File: src/stc_regs.svh
`ifndef STC_REGS_SVH
`define STC_REGS_SVH
// What this block does
// - safety outputs stay open for the whole teach-in
// - door, start or feedback change in teach-in: fault, red lamp, three flashes
// - taught channels, actuator codes, start mode and feedback kept as configuration
// - teach-in may be repeated without limit, each replacing the stored set
// - actuator code not taught in latest teach-in counts as absent
// - jumper fitted with power off; found at power-up it selects teach-in
// - switches 1 to 4 mark which read-head channels are used
// - switch 5 off gives automatic start, on gives manual start
// - switch 6 on means a feedback loop is connected and monitored
// - after power-up a ten second self-test flashes status at 15 Hz
// - status lamp flashes at about 1 Hz during teach-in
// - status lamp goes dark as acknowledge about ten seconds after teach-in starts
// - after acknowledge, monitoring outputs show actuators within distance of each head
// - guard open: status lamp steady, output and red lamp dark, outputs off
// - all guards and safety circuit closed: status and output lamps steady
// - red lamp for operating, feedback, teach-in or internal fault, or function test
// - welded relay contact found no later than next guard opening
// - function-test input acts as open guard and switches outputs off
// - function-test release: diagnostic output high, red lamp off, normal operation
// - manual start: after function test outputs stay off until start pressed

// apb map
`define STC_OFS_CTRL        12'h000
`define STC_OFS_STATUS      12'h004
`define STC_OFS_CFG         12'h008
`define STC_OFS_CODES       12'h00c
`define STC_CTRL_RESTART    0
// status fields
`define STC_ST_STATE_LSB    0
`define STC_ST_SAFE_LSB     3
`define STC_ST_LED_STATE    5
`define STC_ST_LED_OUT      6
`define STC_ST_LED_DIA      7
`define STC_ST_DIAG         8
`define STC_ST_MON_LSB      9
`define STC_ST_F_TEACH      13
`define STC_ST_F_FB         14
`define STC_ST_F_INT        15
`define STC_ST_FTEST        16
`define STC_ST_CLOSED       17
// cfg fields
`define STC_CFG_CHAN_LSB    0
`define STC_CFG_MANUAL      4
`define STC_CFG_FB          5
`define STC_CFG_VALID       6
// dip switch positions (switch n at bit n-1)
`define STC_DIP_CHAN_LSB    0
`define STC_DIP_MANUAL      4
`define STC_DIP_FB          5
// reset values
`define STC_RST_WORD        32'h0000_0000
`define STC_RST_PINS        12'h000
// timing
`define STC_CLK_HZ          250000000
`define STC_TICK_US         1000
`define STC_TICK_CYCLES     (`STC_CLK_HZ / 1000000 * `STC_TICK_US)
`define STC_SELFTEST_MS     10000
`define STC_TEACH_MS        10000
`define STC_SELFTEST_TICKS  (`STC_SELFTEST_MS * 1000 / `STC_TICK_US)
`define STC_TEACH_TICKS     (`STC_TEACH_MS * 1000 / `STC_TICK_US)
`define STC_FAST_HZ         15
`define STC_FAST_HALF       (1000000 / (2 * `STC_FAST_HZ * `STC_TICK_US))
`define STC_PERIOD_TICKS    (1000000 / `STC_TICK_US)
`define STC_HALF_1HZ        (`STC_PERIOD_TICKS / 2)
`define STC_QUARTER_4HZ     (`STC_PERIOD_TICKS / 8)
`define STC_SHORT_FLASH     (`STC_PERIOD_TICKS / 10)
`define STC_SETTLE_MS       20
`define STC_SETTLE_TICKS    (`STC_SETTLE_MS * 1000 / `STC_TICK_US)
`endif

File: src/stc_pkg.sv
package stc_pkg;
  typedef enum logic [2:0] {
    STC_SELFTEST    = 3'b000,
    STC_TEACH       = 3'b001,
    STC_TEACH_ACK   = 3'b011,
    STC_RUN         = 3'b010,
    STC_UNCONF      = 3'b110,
    STC_TEACH_FAULT = 3'b111,
    STC_FAULT       = 3'b101
  } stc_state_t;

  typedef struct packed {
    logic [5:0] dip;
    logic       teach_jumper_b;
    logic       start_btn;
    logic       feedback;
    logic       function_test_input;
    logic [1:0] relay_open;
  } stc_pins_t;

  typedef struct packed {
    logic [3:0]  chan;
    logic        manual;
    logic        fb;
    logic        valid;
    logic [31:0] code;
  } stc_cfg_t;

  typedef struct packed {
    stc_state_t  st;
    logic [13:0] timer;
    logic [9:0]  phase;
    logic [5:0]  fcnt;
    logic        fbit;
    logic [5:0]  snap;
    logic        start_q;
    logic        armed;
    logic [4:0]  off_ms;
    logic [1:0]  safety;
    logic        led_state;
    logic        led_out;
    logic        led_dia;
    logic        diag;
    logic [3:0]  monitor;
    logic        f_teach;
    logic        f_fb;
    logic        f_int;
    stc_cfg_t    cfg;
    logic [31:0] prdata;
    logic        slverr;
  } stc_core_t;
endpackage

File: src/stc_sync3.sv
`timescale 1ns/1ps
`include "stc_regs.svh"
module stc_sync3 #(
  parameter int          WIDTH   = 12,
  parameter logic [11:0] RST_VAL = `STC_RST_PINS
) (
  input  wire logic             pclk,
  input  wire logic             presetn,
  input  wire logic [WIDTH-1:0] din,
  output logic      [WIDTH-1:0] dout
);
  logic [WIDTH-1:0] s1_r;
  logic [WIDTH-1:0] s2_r;
  logic [WIDTH-1:0] s3_r;

  initial begin
    if (WIDTH < 1 || WIDTH > 12) $error("stc_sync3: WIDTH out of range");
  end

  // a bit moves only when stages two and three agree, so a single glitch never counts
  always_ff @(posedge pclk or negedge presetn) begin
    if (!presetn) begin
      s1_r <= RST_VAL[WIDTH-1:0];
      s2_r <= RST_VAL[WIDTH-1:0];
      s3_r <= RST_VAL[WIDTH-1:0];
      dout <= RST_VAL[WIDTH-1:0];
    end else begin
      s1_r <= din;
      s2_r <= s1_r;
      s3_r <= s2_r;
      dout <= (s2_r & s3_r) | (dout & (s2_r ^ s3_r));
    end
  end
endmodule // stc_sync3

File: src/stc_tick.sv
`timescale 1ns/1ps
module stc_tick #(
  parameter int TICK_CYCLES = 250000
) (
  input  wire logic pclk,
  input  wire logic presetn,
  output logic      tick
);
  logic [31:0] cnt_r;

  initial begin
    if (TICK_CYCLES < 2) $error("stc_tick: TICK_CYCLES below 2");
  end

  always_ff @(posedge pclk or negedge presetn) begin
    if (!presetn) begin
      cnt_r <= 32'h0000_0000;
      tick  <= 1'b0;
    end else if (cnt_r == 32'(TICK_CYCLES - 1)) begin
      cnt_r <= 32'h0000_0000;
      tick  <= 1'b1;
    end else begin
      cnt_r <= cnt_r + 32'h0000_0001;
      tick  <= 1'b0;
    end
  end
endmodule // stc_tick

File: src/stc_top.sv
// The register addresses and the APB slave port were decided locally.
`timescale 1ns/1ps
`include "stc_regs.svh"
module stc_top #(
  parameter int TICK_CYCLES    = `STC_TICK_CYCLES,
  parameter int SELFTEST_TICKS = `STC_SELFTEST_TICKS,
  parameter int TEACH_TICKS    = `STC_TEACH_TICKS
) (
  input  wire logic              pclk,
  input  wire logic              presetn,
  input  wire logic              psel,
  input  wire logic              penable,
  input  wire logic              pwrite,
  input  wire logic [11:0]       paddr,
  input  wire logic [31:0]       pwdata,
  output logic      [31:0]       prdata,
  output logic                   pready,
  output logic                   pslverr,
  input  wire stc_pkg::stc_pins_t pins,
  input  wire logic [3:0]        head_present,
  input  wire logic [31:0]       head_code,
  output logic                   teach_jumper_a,
  output logic      [1:0]        safety_out,
  output logic                   led_state,
  output logic                   led_out,
  output logic                   led_dia,
  output logic                   diagnostic_output,
  output logic      [3:0]        monitor_out
);
  stc_pkg::stc_core_t r;
  stc_pkg::stc_core_t n;
  stc_pkg::stc_pins_t ps;
  logic               ms_tick;
  logic [3:0]         chan_ok;
  logic               closed;
  logic               permit;
  logic               restart;
  logic               wr_en;
  logic [5:0]         live;
  logic               three_flash;
  logic [9:0]         ph_mod;

  initial begin
    if (SELFTEST_TICKS < 1 || SELFTEST_TICKS > 16383) $error("stc_top: SELFTEST_TICKS");
    if (TEACH_TICKS < 1 || TEACH_TICKS > 16383) $error("stc_top: TEACH_TICKS");
  end

  stc_sync3 #(
    .WIDTH   (12),
    .RST_VAL (`STC_RST_PINS)
  ) u_sync (
    .pclk    (pclk),
    .presetn (presetn),
    .din     (pins),
    .dout    (ps)
  );

  stc_tick #(
    .TICK_CYCLES (TICK_CYCLES)
  ) u_tick (
    .pclk    (pclk),
    .presetn (presetn),
    .tick    (ms_tick)
  );

  // jumper sense is driven from here and read back on the other terminal
  assign teach_jumper_a    = 1'b1;
  assign pready            = 1'b1;
  assign prdata            = r.prdata;
  assign pslverr           = r.slverr;
  assign safety_out        = r.safety;
  assign led_state         = r.led_state;
  assign led_out           = r.led_out;
  assign led_dia           = r.led_dia;
  assign diagnostic_output = r.diag;
  assign monitor_out       = r.monitor;

  assign wr_en   = psel & penable & pwrite;
  assign restart = wr_en && paddr == `STC_OFS_CTRL && pwdata[`STC_CTRL_RESTART];

  // a channel only counts closed with the code taught last; any other actuator is absent
  always_comb begin
    for (int i = 0; i < 4; i++) begin
      chan_ok[i] = !r.cfg.chan[i] ||
                   (head_present[i] && head_code[i*8 +: 8] == r.cfg.code[i*8 +: 8]);
    end
  end
  assign closed = (&chan_ok) && r.cfg.chan != 4'h0;

  assign live        = {ps.start_btn, ps.feedback, head_present & ps.dip[3:0]};
  assign ph_mod      = r.phase % 10'(2 * `STC_QUARTER_4HZ);
  assign three_flash = r.phase < 10'(6 * `STC_SHORT_FLASH) &&
                       ((r.phase / 10'(`STC_SHORT_FLASH)) % 10'h002) == 10'h000;

  // relays may only close from a known open state, with feedback closed if monitored
  assign permit = closed && !ps.function_test_input &&
                  (!r.cfg.manual || r.armed) &&
                  (r.safety != 2'b00 || ps.relay_open == 2'b11) &&
                  (!r.cfg.fb || r.safety != 2'b00 || ps.feedback);

  always_comb begin
    n = r;
    n.start_q = ps.start_btn;
    // free running one second phase and 15 Hz toggle
    if (ms_tick) begin
      n.phase = (r.phase == 10'(`STC_PERIOD_TICKS - 1)) ? 10'h000 : r.phase + 10'h001;
      if (r.fcnt == 6'(`STC_FAST_HALF - 1)) begin
        n.fcnt = 6'h00;
        n.fbit = !r.fbit;
      end else begin
        n.fcnt = r.fcnt + 6'h01;
      end
    end
    // apb: read data captured in setup, no wait states
    if (psel && !penable) begin
      n.slverr = 1'b0;
      if (paddr == `STC_OFS_CTRL) begin
        n.prdata = `STC_RST_WORD;
      end else if (paddr == `STC_OFS_STATUS) begin
        n.prdata = {14'h0000, closed, ps.function_test_input, r.f_int, r.f_fb, r.f_teach,
                    r.monitor, r.diag, r.led_dia, r.led_out, r.led_state, r.safety, r.st};
      end else if (paddr == `STC_OFS_CFG) begin
        n.prdata = {25'h0000000, r.cfg.valid, r.cfg.fb, r.cfg.manual, r.cfg.chan};
      end else if (paddr == `STC_OFS_CODES) begin
        n.prdata = r.cfg.code;
      end else begin
        n.prdata = `STC_RST_WORD;
        n.slverr = 1'b1;
      end
    end
    case (r.st)
      stc_pkg::STC_SELFTEST: begin
        n.safety    = 2'b00;
        n.led_state = r.fbit;
        n.led_out   = 1'b0;
        n.led_dia   = 1'b0;
        n.diag      = 1'b1;
        n.monitor   = 4'h0;
        if (ms_tick) begin
          n.timer = r.timer + 14'h0001;
          if (r.timer == 14'(SELFTEST_TICKS - 1)) begin
            n.timer = 14'h0000;
            n.phase = 10'h000;
            if (ps.teach_jumper_b) begin
              n.st   = stc_pkg::STC_TEACH;
              n.snap = live;
            end else if (r.cfg.valid) begin
              n.st    = stc_pkg::STC_RUN;
              n.armed = 1'b0;
            end else begin
              n.st = stc_pkg::STC_UNCONF;
            end
          end
        end
      end
      stc_pkg::STC_TEACH: begin
        n.safety    = 2'b00;
        n.led_state = r.phase < 10'(`STC_HALF_1HZ);
        n.led_out   = 1'b0;
        if (live != r.snap) begin
          n.st      = stc_pkg::STC_TEACH_FAULT;
          n.f_teach = 1'b1;
          n.led_dia = 1'b1;
        end else if (ms_tick) begin
          n.timer = r.timer + 14'h0001;
          if (r.timer == 14'(TEACH_TICKS - 1)) begin
            if (ps.dip[3:0] == 4'h0) begin
              n.st      = stc_pkg::STC_TEACH_FAULT;
              n.f_teach = 1'b1;
              n.led_dia = 1'b1;
            end else begin
              // each teach-in overwrites the whole set, no count kept
              n.cfg.chan   = ps.dip[`STC_DIP_CHAN_LSB +: 4];
              n.cfg.manual = ps.dip[`STC_DIP_MANUAL];
              n.cfg.fb     = ps.dip[`STC_DIP_FB];
              n.cfg.code   = head_code;
              n.cfg.valid  = 1'b1;
              n.st         = stc_pkg::STC_TEACH_ACK;
              n.led_state  = 1'b0;
            end
          end
        end
      end
      stc_pkg::STC_TEACH_ACK: begin
        n.safety    = 2'b00;
        n.led_state = 1'b0;
        n.monitor   = head_present;
      end
      stc_pkg::STC_TEACH_FAULT: begin
        n.safety    = 2'b00;
        n.led_dia   = 1'b1;
        n.led_state = three_flash;
      end
      stc_pkg::STC_UNCONF: begin
        n.safety    = 2'b00;
        n.led_state = ph_mod < 10'(`STC_QUARTER_4HZ);
      end
      stc_pkg::STC_FAULT: begin
        n.safety    = 2'b00;
        n.led_out   = 1'b0;
        n.led_dia   = 1'b1;
        n.led_state = 1'b1;
      end
      stc_pkg::STC_RUN: begin
        n.monitor = 4'h0;
        if (!closed || ps.function_test_input) begin
          n.armed = 1'b0;
        end else if (ps.start_btn && !r.start_q) begin
          n.armed = 1'b1;
        end
        if (r.safety != 2'b00) begin
          n.off_ms = 5'h00;
        end else if (ms_tick && r.off_ms != 5'(`STC_SETTLE_TICKS)) begin
          n.off_ms = r.off_ms + 5'h01;
        end
        n.safety    = permit ? 2'b11 : 2'b00;
        n.led_state = 1'b1;
        n.led_out   = permit;
        n.led_dia   = ps.function_test_input;
        n.diag      = !ps.function_test_input;
        // each opening lets the relays drop, and the settled contacts are checked then
        if (r.safety == 2'b00 && r.off_ms == 5'(`STC_SETTLE_TICKS)) begin
          if (ps.relay_open != 2'b11) begin
            n.st     = stc_pkg::STC_FAULT;
            n.f_int  = 1'b1;
            n.safety = 2'b00;
          end else if (r.cfg.fb && !ps.feedback) begin
            n.st     = stc_pkg::STC_FAULT;
            n.f_fb   = 1'b1;
            n.safety = 2'b00;
          end
        end
      end
      default: begin
        n.st     = stc_pkg::STC_FAULT;
        n.f_int  = 1'b1;
        n.safety = 2'b00;
      end
    endcase
    // restart stands for a power cycle: stored configuration survives it
    if (restart) begin
      n.st        = stc_pkg::STC_SELFTEST;
      n.timer     = 14'h0000;
      n.safety    = 2'b00;
      n.led_out   = 1'b0;
      n.led_dia   = 1'b0;
      n.diag      = 1'b1;
      n.monitor   = 4'h0;
      n.f_teach   = 1'b0;
      n.f_fb      = 1'b0;
      n.f_int     = 1'b0;
      n.armed     = 1'b0;
    end
  end

  always_ff @(posedge pclk or negedge presetn) begin
    if (!presetn) begin
      r      <= '0;
      r.st   <= stc_pkg::STC_SELFTEST;
      r.diag <= 1'b1;
    end else begin
      r <= n;
    end
  end
endmodule // stc_top

File: config.mk
export PLATFORM = sky130hd
export DESIGN_NAME = stc_top
export DESIGN_NICKNAME = d
export VERILOG_FILES = /design/src/stc_pkg.sv /design/src/stc_sync3.sv /design/src/stc_tick.sv /design/src/stc_top.sv
export VERILOG_INCLUDE_DIRS = /design/src /design/src/src
export SDC_FILE = /design/constraint.sdc
export NUM_CORES = 1
export LEC_CHECK = 0
export BUFFER_PORTS_ARGS = -buffer_cell sky130_fd_sc_hd__buf_2
export CAP_MARGIN = 20
export CELL_PAD_IN_SITES_DETAIL_PLACEMENT = 0
export CELL_PAD_IN_SITES_GLOBAL_PLACEMENT = 1
export CORE_UTILIZATION = 45
export CTS_CLUSTER_DIAMETER = 50
export DETAILED_ROUTE_END_ITERATION = 12
export GPL_TIMING_DRIVEN = 0
export HOLD_SLACK_MARGIN = 0.05
export MAX_ROUTING_LAYER = met4
export PLACE_DENSITY_LB_ADDON = 0.1
export SETUP_SLACK_MARGIN = 0.05
export SYNTH_ARGS = -nofsm -noshare
export SYNTH_HDL_FRONTEND = slang
export SYNTH_SLANG_ARGS = --single-unit
File: constraint.sdc
create_clock -name pclk -period 6.8 [get_ports pclk]
set_input_delay 0.34 -clock pclk [delete_from_list [all_inputs] [get_ports pclk]]
set_output_delay 0.34 -clock pclk [all_outputs]
set_load 0.05 [all_outputs]
==> results of run 1 <==
Yosys cell counts (all sizes together), types with 3 or more instances:
cell type	instances
or4	4
nor2	84
dfrtp	211
xor2	45
and3	16
buf	48
nand3	38
or2	10
o21ai	79
a22o	14
a22oi	12
xnor2	39
mux2	37
nand4b	3
a21o	17
a211oi	5
and4	4
a21oi	36
a2111oi	4
a31oi	8
o221ai	3
or3	3
nor2b	10
o31ai	13
ha	28
nand2	98
nor4	19
nor3	21
nand2b	6
mux2i	16
inv	31
o211ai	5
and2	8
clkbuf	36
o22ai	4
nand4	23
o41ai	7
critical path, stage by stage, from the launching register on:
cell       delay [ns]
dfrtp_1          0.53
buf_2            0.32
clkinv_1         0.42
ha_1             0.54
inv_1            0.08
a21oi_1          0.36
o41a_1           0.24
buf_2            0.22
xnor2_1          0.21
ha_1             0.23
xor3_1           0.39
a2111oi_0        0.45
nand4b_1         0.20
a31o_1           0.26
area by class of cell:
class | instances | area [sq um]
Multi-Input combinational cell | 745 | 4920
Buffer | 84 | 485
Tap cell | 319 | 399
Sequential cell | 212 | 5310
Inverter | 32 | 120
Fill cell | 2136 | 10700
Clock inverter | 15 | 198
Timing Repair Buffer | 123 | 723
Clock buffer | 32 | 713
worst paths after layout:
check | from | to | slack [ns] | cells past startpoint
worst max-delay path | r[109]$_DFF_PN0_ | led_state$_DFFE_PN0P_ | 2.24 | 13
worst min-delay path | head_code[2] | r[35]$_DFFE_PN0P_ | 0.07 | 3
worst max register to register | r[109]$_DFF_PN0_ | led_state$_DFFE_PN0P_ | 2.24 | 13
worst min register to register | u_sync.s1_r[3]$_DFF_PN0_ | u_sync.s2_r[3]$_DFF_PN0_ | 0.35 | 0
max in group asynchronous | presetn | u_tick.cnt_r[6]$_DFF_PN0_ | 5.36 | 3
min in group asynchronous | presetn | r[114]$_DFF_PN0_ | 0.44 | 2
what timing repair did:
action                                  4_1_cts  5_1_grt
hold endpoints to repair                    111        0
hold buffers                                 15        0
endpoints found under the setup margin        0        0
flip-flops by register name, indices dropped and copies added (netlist names), 4 cells and up:
name and cells:
r 89, prdata 32, u_tick.cnt_r 32, u_sync.dout 12, u_sync.s1_r 12, u_sync.s2_r 12
u_sync.s3_r 12, monitor_out 4
through the flow:
stage	cells	power (W)	hold WS, ns
finish	1562	0.00285	0.0654
global route	1562	0.00295	0.0570
CTS	1562	0.00289	0.0508
detailed placement	1500	0.00143	0.336
global placement	1499	0.00143	0.332
floorplan	1073	0.00136	0.0444
power groups by stage:
stage,Combinational [W],Clock [W],Sequential [W]
2_1_floorplan,0.0000391,0,0.00132
3_3_place_gp,0.000105,0,0.00132
3_5_place_dp,0.000108,0,0.00132
4_1_cts,0.000116,0.00147,0.00130
5_1_grt,0.000128,0.00152,0.00130
6_report,0.000113,0.00143,0.00130
per-layer routing:
layer	vias to the layer above	global-route usage	routed length [um]	part of all wire
met5	-	-	0	0
met3	34	0.0300	1260	0.049
met2	193	0.315	10900	0.42
met1	4049	0.333	13200	0.51
met4	0	0.0393	396	0.015
li1	4087	-	-	-
placed cells by master (no fill, tap or decap), drive strengths merged, types with 15 or more instances in the layout:
cell and n:
buf 156, mux2 37, nand3 38, a21o 17, xor2 45, a21oi 36, clkbuf 68, ha 28
dlygate4sd3 15, nand2 98, inv 32, dfrtp 211, nand4 23, mux2i 16, and3 16, nor3 21
nor4 19, xnor2 39, nor2 84, o21ai 79
cells by family after synthesis:
group           synth area share
mux                       0.0533
xor+xnor                  0.0701
other cells             0.000346
simple gates               0.161
buf+inv                   0.0559
fa+ha+maj                 0.0324
compound gates             0.137
flops                      0.490
==> flow_metrics.tcl, run 1 <==
set metrics [dict create \
    utilization 0.547 \
    detail-route-antenna-nets 0 \
    min_path_type "input port to register" \
    overflow 0 \
    cts.repair.resized 0 \
    fmax_ghz 0.219 \
    wirelength_mm 25.7 \
    dp_hpwl_mm 18.5 \
    synthCells 1072 \
    netlist.top_cell.by_area "dfrtp_1" \
    drt_pass1_iterations 4 \
    grt_pass1_wl_mm 41.9 \
    critical_path_required_ns 7.21 \
    clock_skew_ns 0.0154 \
    design_area_sq_mm 0.0129 \
    die-area_sq_mm 0.0247 \
    cell_internal_pwr_w 0.00223 \
    syn_area_sq_mm 0.0108 \
    ys_ff_latch 212 \
    p_switching_w 0.000620 \
    p_leak_nw 6.09 \
    synth_cell_types 73 \
    place_worst_setup_slack_ns 2.34 \
    setup_tns_ns 0 \
    switching_share 0.218 \
    grt_pass1_vias 7825 \
    cts_root_buf "clkbuf_16" \
    layout_setup_ws_ns 2.24 \
    vias 8363 \
    max_cap_violations 0 \
    initial_core_util 0.460 \
    drt_iter0_drc 481 \
    power_frac_clock 0.503 \
    syn_to_final_growth_pct 18.8 \
    rsz0062_at_grt "no" \
    synthFlopType "dfrtp_1" \
    grt_max_degree 116 \
    synth_top_area_frac 0.488 \
    die_w_um 157 \
    final_nets 1349 \
    setup_violations 0 \
    timing.final.crit_share 0.671 \
    crit_path_max_fanout 11 \
    peakVddDrop_uv 215 \
    start_kind "register" \
    avgRoutedWirePerCell_um 16.5 \
    slew_headroom 0.362 \
    antenna_cells 0 \
    worstMarginPinSlew_ns 0.948 \
    hold_violations 0 \
    cts_setup_buffers 0 \
    cp-end-kind "register" \
    status "completed" \
    p_seq_frac 0.457 \
    port_buffers 107 \
    cellPowerDensity_mw_per_mm2 221 \
    cts-htree-levels 1 \
    numCtsBuffers 26 \
    antenna_found_initial 0 \
    gp_congestion 0.879 \
    clk_latency_ns 0.53 \
    rows 56 \
    via_per_inst 5.35 \
    pwr-share-comb 0.040 \
    synth_seq_area_share 0.490 \
    clock_sinks 212 \
    layout_min_cycle_time_ns 4.56 \
    syn_area_per_cell_sq_um 10.1 \
    drc 0 \
    finalMaxSlewViolations 0 \
    synth-edff-count 0 \
    cts_tree "done" \
    synth_area_leaders "dfrtp_1 49%, mux2_2 3.8%, xor2_1 3.6%" \
    die_h_um 157 \
    placed_cell_area_sq_mm 0.0118 \
    grt_use_total 0.220 \
    async_flop_share 1.00 \
    ys_warn_count 0 \
    critPathKind "register to register" \
    drive_gt1_frac 0.206 \
    core_sq_mm 0.0235 \
    path_clk_slew_ns 0.06 \
    pin_count 142 \
    arrival_ns 4.97 \
    cts_buffer_depth 3 \
]
No activity file was read; power rests on OpenSTA's default activity.
==> run 2, diff against run 1 <==
ABC_AREA = 1   (was default)
CORE_UTILIZATION = 44   (was 45)
clock period = 4.4 ns   (was 6.8 ns; I/O delays follow)
==> flow_metrics.tcl, run 2 <==
set metrics [dict create \
    status "completed" \
    p_switching_w 0.00110 \
    async_flop_share 1.00 \
    largest_reg_flops 89 \
    rows 57 \
    holdPathStages 5 \
    initial_core_util 0.452 \
    synth_mux_area_frac 0.00204 \
    p_seq_frac 0.434 \
    peakVddDrop_uv 336 \
    netlist.top_cell.by_area "dfrtp_1" \
    layout_setup_ws_ns 1.12 \
    clock_skew_ns 0.0166 \
    synth_top_family_by_area "simple AND/OR/NAND/NOR gates" \
    vias 9375 \
    cp_top_family "simple AND/OR/NAND/NOR gates" \
    fmax_ghz 0.305 \
    max_cap_violations 0 \
    cts_tree "done" \
    worstMarginPinSlew_ns 1.04 \
    synthTopCellsByCount "241 x nand2_1, 211 x dfrtp_1, 199 x inv_1" \
    setup_tns_ns 0 \
    layout_min_cycle_time_ns 3.28 \
    antenna_cells 0 \
    antenna_found_initial 0 \
    grt_max_degree 120 \
    path_clk_slew_ns 0.06 \
    cp.buffers_inverters 1 \
    setup_violations 0 \
    post_synth_fa_ha_maj_area_fraction 0.0317 \
    ys_ff_latch 212 \
    synth_seq_area_share 0.480 \
    final_nets 1636 \
    dp_hpwl_mm 20.1 \
    r2r-start "r[108]$_DFF_PN0_" \
    placed_cell_area_sq_mm 0.0121 \
    crit_path_max_fanout 9 \
    power_frac_clock 0.521 \
    synth_top_area_frac 0.477 \
    r2r_slack_ns 1.12 \
    cts_root_buf "clkbuf_16" \
    holdWs_ns 0.139 \
    drt_iter0_drc 530 \
    clock_sinks 212 \
    port_buffers 108 \
    r2r_end "led_state$_DFFE_PN0P_" \
    syn_to_final_growth_pct 22.7 \
    finalMaxSlewViolations 0 \
    reg2reg_depth 26 \
    largest_register "r" \
    place_worst_setup_slack_ns 1.11 \
    final_common_cell "nand2_1" \
    syn_area_per_cell_sq_um 8.39 \
    p_leak_nw 6.93 \
    pwr-share-comb 0.045 \
    synth.most_common_cell "nand2_1" \
    power.total_w 0.00462 \
    numCtsBuffers 29 \
    synthFlopType "dfrtp_1" \
    switching_share 0.238 \
    hp-start "psel" \
    ys_warn_count 0 \
    slew_headroom 0.299 \
    wirelength_mm 28.2 \
    layout_common_cells "241 x nand2_1, 211 x dfrtp_1, 199 x inv_1" \
    crit_path_max_incr_delay_ns 0.58 \
    synth_compound_area_frac 0.122 \
    grt_pass1_vias 9059 \
    cts.repair.resized 0 \
    synth_area_leaders "dfrtp_1 48%, nand2_1 8.2%, inv_1 6.8%" \
    via_per_inst 5.05 \
    rsz0062_at_grt "no" \
    synth_xor_area_frac 0.0301 \
    die-area_sq_mm 0.0258 \
    clk_latency_ns 0.56 \
    synthCells 1318 \
    critPathKind "register to register" \
    grt_use_total 0.230 \
    hold_violations 0 \
    grt_pass1_wl_mm 46.3 \
    pin_count 142 \
    crit_top_cell "nand2_1" \
    detail-route-antenna-nets 0 \
    cellPowerDensity_mw_per_mm2 340 \
    min_path_type "input port to register" \
    synth_cell_types 59 \
    min_to "prdata[1]$_DFFE_PN0P_" \
    arrival_ns 3.72 \
    critical_path_required_ns 4.84 \
    cts-htree-levels 1 \
    die_h_um 161 \
    design_area_sq_mm 0.0136 \
    cts_buffer_depth 3 \
    cp_slowest_cell "dfrtp_1" \
    start_kind "register" \
    die_w_um 161 \
    cell_internal_pwr_w 0.00352 \
    overflow 0 \
    cp-end-kind "register" \
    core_sq_mm 0.0245 \
    drc 0 \
    avgRoutedWirePerCell_um 15.2 \
    drt_pass1_iterations 5 \
    timing.final.crit_share 0.746 \
    syn_area_sq_mm 0.0111 \
    synthSimpleGateAreaFrac 0.229 \
    synth-edff-count 0 \
    gp_congestion 0.866 \
    drive_gt1_frac 0.164 \
]
## run 2: cell count changes after synthesis, moves of 20 or more
cell,delta
clkbuf_1,-20
nor2_1,+33
xnor2_1,-28
nand3_1,+21
a21oi_1,+23
inv_1,+168
mux2_2,-35
nand2_1,+143
## run 2: layout make-up
type	count	area (sq um)
Fill cell	2299	10900
Clock buffer	34	764
Timing Repair Buffer	161	1100
Buffer	61	394
Sequential cell	212	5310
Tap cell	324	405
Multi-Input combinational cell	841	4590
Inverter	205	774
Clock inverter	20	240
## run 2: worst max path at each step
stage	slack [ns]	start	end	cells past startpoint
2_1_floorplan	1.77	r[108]$_DFF_PN0_	led_state$_DFFE_PN0P_	26
3_3_place_gp	-0.66	presetn	u_sync.s1_r[6]$_DFF_PN0_	1
3_5_place_dp	1.11	r[108]$_DFF_PN0_	led_state$_DFFE_PN0P_	26
4_1_cts	1.10	r[108]$_DFF_PN0_	led_state$_DFFE_PN0P_	26
5_1_grt	0.77	r[108]$_DFF_PN0_	led_state$_DFFE_PN0P_	26
6_report	1.12	r[108]$_DFF_PN0_	led_state$_DFFE_PN0P_	26
## run 2: repair_timing
action	in CTS	in global routing
endpoints found under the setup margin	0	0
endpoints found under the hold margin	146	0
hold buffers	51	0
buffers inserted	0	0
## run 2: per-layer routing
layer / vias to the layer above / wire length [um] / GRT usage
met1: 4397 / 13100 / 0.312
met5: - / 0 / -
li1: 4718 / - / -
met4: 0 / 421 / 0.0489
met2: 221 / 13100 / 0.369
met3: 39 / 1570 / 0.0320
## run 2: kinds of logic after synthesis
| logic type | Yosys count |
|---|---|
| and+or+nand+nor | 550 |
| buffers and inverters | 266 |
| AOI/OAI and AO/OA | 221 |
| DFF | 212 |
| xor gates and xnor gates | 38 |
| adders and majority gates | 28 |
| muxes | 2 |
| other | 1 |
## run 2: worst reg2reg max path, cell delays in order, from the launching register on
cell and delay, ns:
dfrtp_1 0.58, inv_2 0.20, ha_1 0.30, nand2_1 0.08
nand2_1 0.08, nand2_1 0.11, nand2_4 0.08, nand2_4 0.09
nand2_2 0.06, nand2_2 0.10, nand3_2 0.09, nand2_2 0.10
nand2_4 0.08, nand2_2 0.07, nand2_2 0.05, nor2_2 0.18
nand2_2 0.11, nand2_4 0.12, nand3_4 0.08, nand2_1 0.07
nand2_1 0.04, nor2_1 0.12, nand2_1 0.06, nand2_1 0.11
nand3_1 0.08, nand2_1 0.07, nand2_1 0.05
## run 2: power by group through the flow
stage	registers (W)	clock network [W]	logic, W
2_1_floorplan	0.00204	0	0.0000647
3_3_place_gp	0.00204	0	0.000167
3_5_place_dp	0.00204	0	0.000174
4_1_cts	0.00201	0.00247	0.000211
5_1_grt	0.00201	0.00255	0.000232
6_report	0.00201	0.00241	0.000206
## run 2: metrics by stage
| step | cells | util |
|---|---|---|
| 3_3_place_gp | 1751 | 0.491 |
| 4_1_cts | 1858 | 0.555 |
| 5_1_grt | 1858 | 0.555 |
| 6_report | 1858 | 0.555 |
| 2_1_floorplan | 1319 | - |
| 3_5_place_dp | 1753 | 0.493 |
